File: src/pkg/irq_ctrl_params.svh
// constants for the prioritized interrupt controller
// assumes: included by bare name from pkg, rtl and sim files
`ifndef IRQ_CTRL_PARAMS_SVH
`define IRQ_CTRL_PARAMS_SVH
`define NUM_SRC        54
`define LAST_SRC       53
`define VEC_OFS        7'h08
`define TABLE_ENTRIES  62
`define ADDR_W         24
// table base is arbitrary; alternate table sits right after it
`define VT_BASE        24'h000000
`define ALT_OFS        24'h00007c
`define EXT0_NUM       0
`define EXT1_NUM       16
`define EXT2_NUM       23
`define BUS_SLAVE_NUM  13
`define BUS_MASTER_NUM 14
`define IMPL_MASK      54'h0004000b81ffff
`define PRIO_RST       3'h4
`endif

File: src/pkg/irq_ctrl_pkg.sv
// types shared by the interrupt controller
// assumes: irq_ctrl_params.svh is on the include path
`include "irq_ctrl_params.svh"
package irq_ctrl_pkg;
    typedef logic [15:0] word_t;
    typedef struct packed {
        logic       alt_table_select;
        logic [2:0] external_edge_polarity_bits;
    } second_irq_control_s;
    typedef struct packed {
        logic dc;
        logic n;
        logic ov;
        logic z;
        logic c;
    } cpu_flag_register_s;
    typedef struct packed {
        word_t w3;
        word_t w2;
        word_t w1;
        word_t w0;
    } work_regs_s;
    typedef struct packed {
        logic       en;
        logic [5:0] idx;
        logic [3:0] nibble;
    } prio_wr_s;
    typedef struct packed {
        logic       valid;
        logic [2:0] prio;
        logic [5:0] num;
    } cand_s;
endpackage

File: src/rtl/prioritized_interrupt_controller.sv
// prioritized interrupt controller: pending flags, arbitration, vectors,
// external edge requests, wake-up and one-level shadow registers
// assumes: all inputs synchronous to i_clk_sys, event inputs are pulses
//
// Contract
// - priority nibble holds 3-bit level in low bits; bit 3 reads zero
// - level 0 ranks lowest and level 7 ranks highest
// - user level outranks fixed order
// - equal levels pending together: earlier table position wins
// - fixed order runs 0 (highest) to 53 (lowest), equal to number
// - vector number equals interrupt number plus eight
// - source numbers fixed; reserved numbers never become pending
// - alternate-table select moves every vector fetch to alternate table
// - alternate table follows default table with identical layout
// - one-level shadow of five flags and working registers 0 to 3
// - shadows reached only by push and pop; push copies current values
// - external requests raised on transitions only, never on levels
// - three polarity bits choose rising or falling edge per input
// - qualifying request during sleep or idle also wakes processor
// - bus master flag set when master message event completes
// - bus slave flag set on message addressed to this slave
`timescale 1ns/1ns
`include "irq_ctrl_params.svh"
`default_nettype none
module prioritized_interrupt_controller (
    input  wire logic                             i_clk_sys,
    input  wire logic                             i_rst_n,
    input  wire logic [`LAST_SRC:0]               i_periph_evt,
    input  wire logic [2:0]                       i_external_request_inputs,
    input  wire irq_ctrl_pkg::second_irq_control_s i_second_irq_control,
    input  wire logic                             i_bus_master_event,
    input  wire logic                             i_bus_slave_event,
    input  wire logic [`LAST_SRC:0]               i_pend_clr,
    input  wire logic [`LAST_SRC:0]               i_irq_enable,
    input  wire irq_ctrl_pkg::prio_wr_s           i_prio_wr,
    input  wire logic [5:0]                       i_prio_rd_idx,
    input  wire logic [2:0]                       i_cpu_ipl,
    input  wire logic                             i_sleep,
    input  wire logic                             i_idle,
    input  wire logic [2:0]                       i_trap_num,
    input  wire logic                             i_push_shadow,
    input  wire logic                             i_pop_shadow,
    input  wire irq_ctrl_pkg::cpu_flag_register_s i_cpu_flags,
    input  wire irq_ctrl_pkg::work_regs_s         i_work_regs,
    output logic [`LAST_SRC:0]                    o_pending,
    output logic [3:0]                            o_prio_rd,
    output logic                                  o_irq_req,
    output logic [5:0]                            o_irq_num,
    output logic [6:0]                            o_vector_num,
    output logic [`ADDR_W-1:0]                    o_vector_addr,
    output logic [`ADDR_W-1:0]                    o_trap_addr,
    output logic                                  o_wake,
    output irq_ctrl_pkg::cpu_flag_register_s      o_shadow_flags,
    output irq_ctrl_pkg::work_regs_s              o_shadow_regs,
    output logic                                  o_shadow_restore
);
    import irq_ctrl_pkg::*;

    // ************************************************************
    // external edge detection
    // ************************************************************
    logic [2:0] ext_prev_r;
    wire  [2:0] ext_rise = i_external_request_inputs & ~ext_prev_r;
    wire  [2:0] ext_fall = ~i_external_request_inputs & ext_prev_r;
    wire  [2:0] ext_pol  = i_second_irq_control.external_edge_polarity_bits;
    // polarity 0 selects rising, 1 selects falling; levels never request
    wire  [2:0] ext_edge = (ext_pol & ext_fall) | (~ext_pol & ext_rise);

    always_ff @(posedge i_clk_sys or negedge i_rst_n)
    begin
        if (!i_rst_n)
            ext_prev_r <= 3'h0;
        else
            ext_prev_r <= i_external_request_inputs;
    end

    // ************************************************************
    // pending flags and priority storage
    // ************************************************************
    logic [`LAST_SRC:0] pend_r;
    logic [`LAST_SRC:0] pend_nxt;
    logic [`LAST_SRC:0] hw_set;
    logic [2:0]         prio_r [`NUM_SRC];
    wire  [`LAST_SRC:0] active = pend_r & i_irq_enable;
    cand_s              cand [`NUM_SRC+1];

    assign cand[`NUM_SRC] = '0;

    localparam logic [`LAST_SRC:0] impl_set = `IMPL_MASK;
    genvar gi;
    generate
        for (gi = 0; gi < `NUM_SRC; gi = gi + 1)
        begin : g_src
            wire ext_hit = (gi == `EXT0_NUM) ? ext_edge[0] :
                           (gi == `EXT1_NUM) ? ext_edge[1] :
                           (gi == `EXT2_NUM) ? ext_edge[2] : 1'b0;
            wire bus_hit = (gi == `BUS_MASTER_NUM) ? i_bus_master_event :
                           (gi == `BUS_SLAVE_NUM)  ? i_bus_slave_event  :
                           1'b0;
            wire impl    = impl_set[gi];
            assign hw_set[gi] = impl & (i_periph_evt[gi] | ext_hit | bus_hit);
            // set wins over a clear in the same cycle
            assign pend_nxt[gi] = hw_set[gi] | (pend_r[gi] & ~i_pend_clr[gi]);

            always_ff @(posedge i_clk_sys or negedge i_rst_n)
            begin
                if (!i_rst_n)
                    prio_r[gi] <= `PRIO_RST;
                else if (i_prio_wr.en && i_prio_wr.idx == 6'(gi))
                    prio_r[gi] <= i_prio_wr.nibble[2:0];
            end

            // chain from 53 down to 0; >= lets the lower number take ties
            wire take = active[gi] &&
                        (!cand[gi+1].valid || prio_r[gi] >= cand[gi+1].prio);
            assign cand[gi] = take ? {1'b1, prio_r[gi], 6'(gi)} : cand[gi+1];
        end
    endgenerate

    always_ff @(posedge i_clk_sys or negedge i_rst_n)
    begin
        if (!i_rst_n)
            pend_r <= '0;
        else
            pend_r <= pend_nxt;
    end

    // ************************************************************
    // priority read-back
    // ************************************************************
    wire       rd_ok  = i_prio_rd_idx <= 6'(`LAST_SRC);
    wire [2:0] rd_lvl = rd_ok ? prio_r[i_prio_rd_idx] : 3'h0;
    logic [3:0] prio_rd_r;

    always_ff @(posedge i_clk_sys or negedge i_rst_n)
    begin
        if (!i_rst_n)
            prio_rd_r <= 4'h0;
        else
            prio_rd_r <= {1'b0, rd_lvl};
    end

    // ************************************************************
    // request, vector and wake outputs
    // ************************************************************
    wire        win_ok   = cand[0].valid && (cand[0].prio > i_cpu_ipl);
    wire [6:0]  vec_nxt  = {1'b0, cand[0].num} + `VEC_OFS;
    // alternate table has the same layout, one table further on
    wire [`ADDR_W-1:0] tbl_base = i_second_irq_control.alt_table_select ?
                                  `VT_BASE + `ALT_OFS : `VT_BASE;
    wire [`ADDR_W-1:0] vaddr_nxt = tbl_base + {16'h0, vec_nxt, 1'b0};
    wire [`ADDR_W-1:0] taddr_nxt = tbl_base + {20'h0, i_trap_num, 1'b0};
    wire               wake_nxt  = win_ok && (i_sleep || i_idle);

    logic              irq_req_r;
    logic [5:0]        irq_num_r;
    logic [6:0]        vec_num_r;
    logic [`ADDR_W-1:0] vaddr_r;
    logic [`ADDR_W-1:0] taddr_r;
    logic              wake_r;

    always_ff @(posedge i_clk_sys or negedge i_rst_n)
    begin
        if (!i_rst_n)
        begin
            irq_req_r <= 1'b0;
            irq_num_r <= 6'h00;
            vec_num_r <= 7'h00;
            vaddr_r   <= '0;
            taddr_r   <= '0;
            wake_r    <= 1'b0;
        end
        else
        begin
            irq_req_r <= win_ok;
            irq_num_r <= cand[0].num;
            vec_num_r <= vec_nxt;
            vaddr_r   <= vaddr_nxt;
            taddr_r   <= taddr_nxt;
            wake_r    <= wake_nxt;
        end
    end

    // ************************************************************
    // shadow registers
    // ************************************************************
    cpu_flag_register_s sh_flags_r;
    work_regs_s         sh_regs_r;
    logic               restore_r;

    always_ff @(posedge i_clk_sys or negedge i_rst_n)
    begin
        if (!i_rst_n)
        begin
            sh_flags_r <= '0;
            sh_regs_r  <= '0;
            restore_r  <= 1'b0;
        end
        else
        begin
            restore_r <= i_pop_shadow;
            if (i_push_shadow)
            begin
                sh_flags_r <= i_cpu_flags;
                sh_regs_r  <= i_work_regs;
            end
        end
    end

    assign o_pending        = pend_r;
    assign o_prio_rd        = prio_rd_r;
    assign o_irq_req        = irq_req_r;
    assign o_irq_num        = irq_num_r;
    assign o_vector_num     = vec_num_r;
    assign o_vector_addr    = vaddr_r;
    assign o_trap_addr      = taddr_r;
    assign o_wake           = wake_r;
    assign o_shadow_flags   = sh_flags_r;
    assign o_shadow_regs    = sh_regs_r;
    assign o_shadow_restore = restore_r;

    // ************************************************************
    // assertions
    // ************************************************************
    logic [`LAST_SRC:0] beaten;
    generate
        for (gi = 0; gi < `NUM_SRC; gi = gi + 1)
        begin : g_chk
            assign beaten[gi] = active[gi] && cand[0].valid &&
                ((prio_r[gi] > cand[0].prio) ||
                 (prio_r[gi] == cand[0].prio && 6'(gi) < cand[0].num));
        end
    endgenerate

    property p_winner_best;
        @(posedge i_clk_sys) disable iff (!i_rst_n)
        cand[0].valid |-> (beaten == '0) && active[cand[0].num];
    endproperty
    a_winner_best: assert property (p_winner_best)
        else $error("arbitration winner is beaten by another source");

    property p_req_level;
        @(posedge i_clk_sys) disable iff (!i_rst_n)
        o_irq_req |-> $past(cand[0].prio) > $past(i_cpu_ipl) &&
                      $past(cand[0].num) == o_irq_num;
    endproperty
    a_req_level: assert property (p_req_level)
        else $error("request forwarded without exceeding cpu level");

    property p_vector_ofs;
        @(posedge i_clk_sys) disable iff (!i_rst_n)
        o_irq_req |-> o_vector_num == {1'b0, o_irq_num} + `VEC_OFS;
    endproperty
    a_vector_ofs: assert property (p_vector_ofs)
        else $error("vector number is not interrupt number plus eight");

    property p_alt_table;
        @(posedge i_clk_sys) disable iff (!i_rst_n)
        $past(i_second_irq_control.alt_table_select) |->
            o_vector_addr == `VT_BASE + `ALT_OFS + {16'h0, o_vector_num, 1'b0};
    endproperty
    a_alt_table: assert property (p_alt_table)
        else $error("alternate table not used when selected");

    property p_reserved;
        @(posedge i_clk_sys) disable iff (!i_rst_n)
        (o_pending & ~`IMPL_MASK) == '0;
    endproperty
    a_reserved: assert property (p_reserved)
        else $error("reserved source became pending");

    property p_nibble_msb;
        @(posedge i_clk_sys) disable iff (!i_rst_n)
        i_prio_wr.en ##1 (i_prio_rd_idx == $past(i_prio_wr.idx) && !i_prio_wr.en)
            |=> o_prio_rd == {1'b0, $past(i_prio_wr.nibble[2:0], 2)} ||
                $past(i_prio_wr.idx, 2) > 6'(`LAST_SRC);
    endproperty
    a_nibble_msb: assert property (p_nibble_msb)
        else $error("priority read-back wrong or bit 3 set");

    property p_master_flag;
        @(posedge i_clk_sys) disable iff (!i_rst_n)
        i_bus_master_event |=> o_pending[`BUS_MASTER_NUM];
    endproperty
    a_master_flag: assert property (p_master_flag)
        else $error("bus master event did not set its flag");

    property p_slave_flag;
        @(posedge i_clk_sys) disable iff (!i_rst_n)
        i_bus_slave_event |=> o_pending[`BUS_SLAVE_NUM];
    endproperty
    a_slave_flag: assert property (p_slave_flag)
        else $error("bus slave event did not set its flag");

    property p_ext_edge;
        @(posedge i_clk_sys) disable iff (!i_rst_n)
        (!ext_pol[0] && $rose(i_external_request_inputs[0])) ||
        (ext_pol[0] && $fell(i_external_request_inputs[0]))
            |=> o_pending[`EXT0_NUM];
    endproperty
    a_ext_edge: assert property (p_ext_edge)
        else $error("selected edge on external input 0 not caught");

    property p_pend_hold;
        @(posedge i_clk_sys) disable iff (!i_rst_n)
        o_pending[`EXT0_NUM] && !i_pend_clr[`EXT0_NUM] |=> o_pending[`EXT0_NUM];
    endproperty
    a_pend_hold: assert property (p_pend_hold)
        else $error("pending flag dropped without a clear");

    property p_wake;
        @(posedge i_clk_sys) disable iff (!i_rst_n)
        (i_sleep || i_idle) && win_ok |=> o_wake && o_irq_req;
    endproperty
    a_wake: assert property (p_wake)
        else $error("qualifying request during sleep did not wake");

    property p_push;
        @(posedge i_clk_sys) disable iff (!i_rst_n)
        i_push_shadow ##1 !i_push_shadow [*2] |->
            o_shadow_flags == $past(i_cpu_flags, 2) &&
            o_shadow_regs == $past(i_work_regs, 2);
    endproperty
    a_push: assert property (p_push)
        else $error("shadow copy lost or changed without push");
endmodule // prioritized_interrupt_controller
`default_nettype wire

File: config.mk
export PLATFORM = sky130hd
export DESIGN_NAME = prioritized_interrupt_controller
export DESIGN_NICKNAME = d
export VERILOG_FILES = /design/src/pkg/irq_ctrl_pkg.sv /design/src/rtl/prioritized_interrupt_controller.sv
export VERILOG_INCLUDE_DIRS = /design/src /design/src/pkg
export SDC_FILE = /design/constraint.sdc
export NUM_CORES = 1
export LEC_CHECK = 0
export BUFFER_PORTS_ARGS = -buffer_cell sky130_fd_sc_hd__clkbuf_2
export CORE_UTILIZATION = 36
export DETAILED_ROUTE_END_ITERATION = 10
export SYNTH_ARGS = -nofsm -noshare
export SYNTH_HDL_FRONTEND = slang
export SYNTH_SLANG_ARGS = --single-unit
File: constraint.sdc
create_clock -name i_clk_sys -period 170.5 [get_ports i_clk_sys]
set_input_delay 34.1 -clock i_clk_sys [delete_from_list [all_inputs] [get_ports i_clk_sys]]
set_output_delay 34.1 -clock i_clk_sys [all_outputs]
set_load 0.02 [all_outputs]
== Word-level counts from Yosys, hierarchy flattened ==
Index checks and enable logic that the tools add are counted.
Storage, ports and cells
  flip-flop bits (word level): 324
  output and inout port bits: 191
Cells by class
  add/subtract/negate cells: 3
  order comparisons: 56
  equal/unequal tests: 53
  multiplexer cells: 59
  bitwise operators: 145
  reduce and logical (&&, ||, !) cells: 217
Operators by type and width (count)
  $mux 10: 54
  $ge 3x3->1: 53
  $eq 6x6->1 const B: 22
  $logic_and 1x1->1: 109
  $eq 6x5->1 const B: 16
  $and 1x1->1: 54
  $and 54x54->54: 1
  $logic_or 1x1->1: 54
  $not 1->1: 54
  $logic_not 1->1: 53
  $eq 6x4->1 const B: 8
  $or 1x1->1: 27
  $eq 6x3->1 const B: 4
  $bmux 3 s6: 1
  $and 3x3->3: 4
  $eq 6x2->1 const B: 2
  $add 7x8->9: 1
  $mux 3: 3
  $not 3->3: 3
  $add 7x4->8: 1
  $add 6x4->7 const B: 1
  $ge 7x7->1 const B: 1
  $mux 7: 1
  $not 6->7: 1
  5 further kinds: 5

== Longest topological paths before layout ==
Gate-level depths: netlist of run 1.
  depth after elaboration: 217
  gate-level depth with buffers: 402

== Worst setup path before layout of run 1 ==
No wires, ideal clock.
  kind: input port to flip-flop
  from: input i_irq_enable[53]
  to: register vaddr_r[7], in the netlist o_vector_addr[7]
  setup time: 0.122 ns
  arrival time: 104.059 ns
  setup slack: 66.319 ns
  stages on the path: 380
  buffers on the path: 11
  cells stage by stage: and3_1 -> ha_1 -> nand2b_1 -> a2111oi_2 -> nor3_1 -> or2_2 -> ha_1 -> nor3b_1 -> o211ai_1 -> and2_1 -> buf_6 -> o21a_1 -> ha_1 -> nand2b_1 -> a21o_1 -> a21oi_1 -> mux2i_1 -> or2_2 -> [... 344 more ...] -> nor2_1 -> a41oi_2 -> buf_4 -> o211ai_1 -> o21a_1 -> ha_1 -> nand2b_1 -> a21o_1 -> a21oi_1 -> nor2_1 -> a31oi_4 -> nand4_2 -> or3_1 -> ha_1 -> a21oi_1 -> nor2b_1 -> o21ai_0 -> nand2b_1
On the way
  longest elaborated chain between the ends: 216
Ends and longest elaborated chain
  start: declaration: line prioritized_interrupt_controller.sv:34  | input wire logic [`LAST_SRC:0] i_irq_enable,
  $and 54x54->54 *: line prioritized_interrupt_controller.sv:84  | wire [`LAST_SRC:0] active = pend_r & i_irq_enable;
  $mux 10 *: line prioritized_interrupt_controller.sv:116  | assign cand[gi] = take ? {1'b1, prio_r[gi], 6'(gi)} : cand[gi+1];
  $ge 3x3->1 or $logic_not 1->1 (tied branches): line prioritized_interrupt_controller.sv:115  | (!cand[gi+1].valid || prio_r[gi] >= cand[gi+1].prio);
  $logic_or 1x1->1: line prioritized_interrupt_controller.sv:115
  $logic_and 1x1->1: line prioritized_interrupt_controller.sv:114  | wire take = active[gi] &&
  $mux 10 *: line prioritized_interrupt_controller.sv:116
  $ge 3x3->1 or $logic_not 1->1 (tied branches): line prioritized_interrupt_controller.sv:115
  $logic_or 1x1->1: line prioritized_interrupt_controller.sv:115
  [... 202 more ...]
  $ge 3x3->1 or $logic_not 1->1 (tied branches): line prioritized_interrupt_controller.sv:115
  $logic_or 1x1->1: line prioritized_interrupt_controller.sv:115
  $logic_and 1x1->1: line prioritized_interrupt_controller.sv:114
  $mux 10 *: line prioritized_interrupt_controller.sv:116
  $add 6x4->7 (no line) *
  named net vec_nxt[3]: line prioritized_interrupt_controller.sv:147  | wire [6:0] vec_nxt = {1'b0, cand[0].num} + `VEC_OFS;
  $add 7x8->9 *: line prioritized_interrupt_controller.sv:151  | wire [`ADDR_W-1:0] vaddr_nxt = tbl_base + {16'h0, vec_nxt, 1'b0};
  named net vaddr_nxt[7]: line prioritized_interrupt_controller.sv:151
  end signal: assignment: line prioritized_interrupt_controller.sv:178  | vaddr_r <= vaddr_nxt;
  end: declaration: line prioritized_interrupt_controller.sv:158  | logic [`ADDR_W-1:0] vaddr_r;
Mark *: on every way through the listed nets, which the timed path passes. The rest lies on a longest branch.
A chain may end at the register's enable or synchronous reset.

==> flow_summary.ini, run 1 <==
[outcome]
status = finished, final reports clean

[cells_and_area]
final_cell_mix = 390 x clkbuf_2, 264 x dfrtp_1, 234 x nand2_1, 227 x mux2_2, 169 x nor2_1
post-route-util = 0.430
layout_commonest_cell = clkbuf_2
fill_cells = 6149
synthToLayoutAreaGrowth_pct = 17.3
drive_gt1_frac = 0.316
nNetsFinal = 3196

[cts]
post-cts-setup-buffers = 0
cts_max_path_buffers = 3
cts-root-buf = clkbuf_16
ctsResizeCount = 0
ctsHoldBuffers = 0
clock_latency_ns = 0.58
path_clk_slew_ns = 0.06
cts_tree = yes
cts_sinks = 318
cts_made_buffers = 40
h-tree-depth = 2

[yosys]
synth_warnings = 0
synth_xor_area_frac = 0.00188
synth_top_family_by_area = compound AO/OA/AOI/OAI gates
yosysUniqueCellTypes = 121
syn_inst = 2422
synth_simple_gate_area_share = 0.166
synthArstFlopShare = 1.00
syn_avg_cell_area_um2 = 9.61
synthFlopType = dfrtp_1
synth_area_um2 = 23300
synthAdderAreaFrac = 0.0735
yosysSeqAreaShare = 0.345
synth_compound_area_frac = 0.200
synth-edff-count = 0
ys_ff_latch = 318
muxShareOfSynthArea = 0.166

[global_route]
overflow = 0
grt_pass1_wl_um = 112000
grt_max_degree = 162
grt_util_all_layers = 0.211
antenna_found_initial = 9
first_global_vias = 20400

[worst_setup_path]
crit_type = in -> reg
cp.arrival_ns = 114.88
required_ns = 170.96
critPathSlowestCell = a31oi_1
cp_max_fo = 11
crit_buf_inv = 10
startpoint_type = input port
crit_top_cell = ha_1
max_stage_delay_ns = 0.65
end_kind = register
crit_family = compound AO/OA/AOI/OAI gates

[timing]
final.period_utilization = 0.671
max_clock_freq_mhz = 8.74
clock_skew_ns = 0.0256
worstMarginPinSlew_ns = 1.17
tns_ns = 0
slew_viol_final = 0
setup_viol = 0
period_needed_ns = 114.41
slew_headroom = 0.218
rsz0062_at_grt = no
finalHoldViolCount = 0

[power_and_ir_drop]
vdd.ir_drop.worst_mv = 0.00769
seqPwrFrac = 0.286
switching_share = 0.391
p_leak_nw = 12.5
power.internal_uw = 208
power_density_nw_per_um2 = 12.5
power.switching_uw = 133
power_frac_clock = 0.254
pwr-share-comb = 0.460

[placed_design]
dp_hpwl_um = 55400
place_congestion = 0.881
portBuffers = 392

[route]
met1_length_um = 30400
first_pass_iters = 6
routed_wirelength_um = 70900
drtIter0Drc = 1300
wl_per_cell_um = 19.3
met3_length_um = 4280
dr.max_layer_used = met5
drc = 0
antenna_left = 0
via_per_inst = 5.61
wl_met2_um = 34600
vias = 20600

[die]
die_h_um = 256
fp.dieW_um = 256
rows = 92
start_util = 0.367
core_area_um2 = 63400
io_pins = 460
dieArea_um2 = 65700

[flow_run]
maxCapViolations = 0

[worst_hold_path]
hp-class = reg -> reg
cell usage after synthesis, drive strengths merged (43+ instances only):
cell / count / area (um^2)
nand3: 55 / 288
nor2b: 47 / 294
dfstp: 54 / 1420
ha: 128 / 1600
and2: 45 / 283
a31oi: 45 / 297
inv: 139 / 522
clkbuf: 43 / 163
o21ai: 139 / 718
mux4: 49 / 1100
nand2b: 60 / 375
nand2: 234 / 878
dfrtp: 264 / 6610
a21o: 50 / 375
buf: 59 / 409
a21oi: 107 / 554
nor2: 170 / 646
mux2: 228 / 2570
registers in the layout (all words and copies together), names as in the netlist:
signal            count
o_vector_num          7
o_vector_addr         7
o_wake                1
o_shadow_restore      1
o_prio_rd             3
o_trap_addr           7
o_pending            54
ext_prev_r            3
o_shadow_flags        5
o_irq_req             1
o_shadow_regs        64
o_irq_num             3
prio_r              162
routing by layer:
metal | GRT usage | up-vias
met4 | 0.0499 | 16
met2 | 0.367 | 708
met1 | 0.268 | 10100
met5 | 0 | -
met3 | 0.0415 | 114
li1 | - | 9659
kinds of logic (layout without fill, tap and decap cells):
kind of cell | Yosys count | after routing
mux | 296 | 296
other cells | 1 | 37
simple gates | 781 | 781
flops | 318 | 318
fa+ha+maj | 137 | 137
compound gates | 643 | 643
buf+inv | 241 | 613
xor+xnor | 5 | 5
power by group through the flow:
| stage | sequential (mW) | combinational, mW | clock, mW |
|---|---|---|---|
| after global placement | 0.0981 | 0.152 | 0 |
| final | 0.0976 | 0.157 | 0.0868 |
| after global routing | 0.0988 | 0.176 | 0.0923 |
| after floorplan | 0.0994 | 0.116 | 0 |
| after detailed placement | 0.0986 | 0.156 | 0 |
| after CTS | 0.0974 | 0.157 | 0.0891 |
final timing paths:
check / startpoint / endpoint / slack, ns / depth (start not counted)
max in group asynchronous: i_rst_n / prio_r[57] / 134.89 / 3
max reg2reg: o_pending[53] / o_vector_addr[7] / 89.23 / 373
min reg2reg: o_pending[11] / o_pending[11] / 0.50 / 1
max: i_irq_enable[53] / o_vector_addr[7] / 56.09 / 374
min: o_pending[11] / o_pending[11] / 0.50 / 1
min in group asynchronous: i_rst_n / o_pending[47] / 33.46 / 1
metrics by stage:
step	cell area [um^2]	hold slack, ns	cells	setup WS, ns	total power, mW
3_3_place_gp	25900	0.475	3601	57.95	0.251
3_5_place_dp	25900	0.493	3601	56.38	0.254
6_report	27300	0.502	3676	56.09	0.341
4_1_cts	27300	0.506	3675	56.57	0.344
2_1_floorplan	23400	0.478	2457	66.32	0.215
5_1_grt	27300	0.517	3675	49.70	0.367
worst register-to-register path, delay by kind of cell (launching register included):
kind,cells,cell delay [ns]
adders and majority gates,61,17.00
buffers and inverters,9,0.60
muxes,12,4.28
and+or+nand+nor,121,20.50
DFF,1,0.48
AOI/OAI and AO/OA,170,38.42
layout make-up:
type	instances	area (um^2)	area share
antenna	1	2.50	0.0000917
multi-input combinational	1898	14300	0.523
tap	846	1060	0.0388
timing repair buffer	400	2040	0.0749
clock buffer	58	1150	0.0421
inverter	139	522	0.0191
sequential	318	8030	0.294
clock inverter	16	204	0.00747
No activity file was read; power rests on OpenSTA's default activity.
==> inputs of run 2 (changes only) <==
==> constraint.sdc (replaced) <==
create_clock -name i_clk_sys -period 108.3 [get_ports i_clk_sys]
set_input_delay 21.66 -clock i_clk_sys [delete_from_list [all_inputs] [get_ports i_clk_sys]]
set_output_delay 21.66 -clock i_clk_sys [all_outputs]
set_load 0.02 [all_outputs]
==> run 2 against run 1 <==
Setup slack worse by 50 ns. Clock power up 66%. First-iteration DRC count shrank 3.7%. Sequential share of layout area fell by 0.075 points. Non-clock buffer count unchanged.
==> flow_summary.ini, run 2 (synthesis results as in run 1) <==
[global_route]
grt_util_all_layers = 0.212
overflow = 0
grt_max_degree = 162
first_global_vias = 20600
antenna_found_initial = 4
grt_pass1_wl_um = 113000

[worst_setup_path]
max_stage_delay_ns = 0.58
required_ns = 108.76
crit_family = compound AO/OA/AOI/OAI gates
timing.rr.end = o_vector_addr[7]
critPathSlowestCell = o21ai_0
r2r_cells = 371
cp_max_fo = 11
crit_type = in -> reg
cp.arrival_ns = 102.29
end_kind = register
crit_buf_inv = 9
reg2reg_slack_ns = 27.17
startpoint_type = input port
r2r_start = o_pending[53]
cp_num_cells = 372
crit_top_cell = ha_1
crit_path_start = i_irq_enable[53]

[die]
fp.dieW_um = 256
die_h_um = 256
start_util = 0.367
dieArea_um2 = 65700
core_area_um2 = 63400
rows = 92
io_pins = 460

[cells_and_area]
final_cell_mix = 390 x clkbuf_2, 264 x dfrtp_1, 234 x nand2_1, 227 x mux2_2, 169 x nor2_1
fill_cells = 6127
synthToLayoutAreaGrowth_pct = 17.6
largest_reg_flops = 162
drive_gt1_frac = 0.320
top_register = prio_r
design_area_um2 = 27400
layout_commonest_cell = clkbuf_2
nNetsFinal = 3196
post-route-util = 0.431

[route]
via_per_inst = 5.61
drc = 0
wl_per_cell_um = 19.4
drtIter0Drc = 1252
first_pass_iters = 5
antenna_left = 0
routed_wirelength_um = 71200
vias = 20600

[flow_run]
maxCapViolations = 0

[worst_hold_path]
hold_start = o_pending[9]
hold_end = o_pending[9]
hp-class = reg -> reg
worstHoldPathCells = 1

[timing]
setup_viol = 0
max_clock_freq_mhz = 9.82
clock_skew_ns = 0.0148
rsz0062_at_grt = no
slew_headroom = 0.204
finalHoldViolCount = 0
fin_hold_ws_ns = 0.501
period_needed_ns = 101.83
tns_ns = 0
slew_viol_final = 0
final.period_utilization = 0.940
worstMarginPinSlew_ns = 1.19

[cts]
cts_sinks = 318
cts_max_path_buffers = 3
post-cts-setup-buffers = 0
h-tree-depth = 2
clock_latency_ns = 0.58
path_clk_slew_ns = 0.06
cts-root-buf = clkbuf_16
cts_made_buffers = 40
cts_tree = yes

[placed_design]
portBuffers = 392
placed_area_um2 = 25900
place_congestion = 0.880
dp_hpwl_um = 55400

[power_and_ir_drop]
finalPower_uw = 545
p_leak_nw = 12.6
power_density_nw_per_um2 = 19.9
vdd.ir_drop.worst_mv = 0.0125

[outcome]
status = finished, final reports clean
-- run 2: final cells by class --
class | instances | area, um^2 | share of cell area
clock inverters | 25 | 290 | 0.0106
inverters | 139 | 522 | 0.0191
clock buffers | 49 | 1130 | 0.0412
flip-flops and latches | 318 | 8030 | 0.293
well taps | 846 | 1060 | 0.0387
repair buffers | 400 | 2040 | 0.0747
multi-input cells | 1898 | 14300 | 0.522
diodes | 1 | 2.50 | 0.0000915
-- run 2: worst max path at each step --
stage / endpoint / slack [ns]
2_1_floorplan: o_vector_addr[7] / 16.56
3_3_place_gp: o_vector_addr[7] / 8.18
3_5_place_dp: o_vector_addr[7] / 6.47
4_1_cts: o_vector_addr[7] / 6.65
5_1_grt: o_vector_addr[7] / 0.02
6_report: o_vector_addr[7] / 6.47
-- run 2: metal layers --
layer,global-route usage,share of wire
met4,0.0567,0.022
met3,0.0336,0.059
met5,0,0.00032
met2,0.367,0.49
met1,0.274,0.43
-- run 2: worst reg2reg max path: cells and delay by family, from the launching register on --
family / cells / cell delay (ns)
muxes: 12 / 4.24
adders and majority gates: 62 / 17.25
AOI/OAI and AO/OA: 168 / 37.65
DFF: 1 / 0.48
and+or+nand+nor: 121 / 20.90
buffers and inverters: 8 / 0.52
-- run 2: repair_timing --
item | CTS | global route
endpoints found under the hold margin | 0 | 0
setup endpoints to repair | 0 | 3
gates resized for setup | 0 | 2
hold buffers | 0 | 0
-- run 2: metrics by stage --
| step | setup slack, ns | std cells |
|---|---|---|
| floorplan | 16.56 | 2457 |
| global route | 0.0172 | 3675 |
| detailed placement | 6.47 | 3601 |
| finish | 6.47 | 3676 |
| CTS | 6.65 | 3675 |
| global placement | 8.18 | 3601 |
-- run 2: report_power, final --
part | total [mW] | leakage [nW] | internal (mW) | switching, mW
Clock | 0.144 | 0.695 | 0.0866 | 0.0569
Sequential | 0.154 | 3.84 | 0.138 | 0.0161
Combinational | 0.248 | 8.04 | 0.108 | 0.140
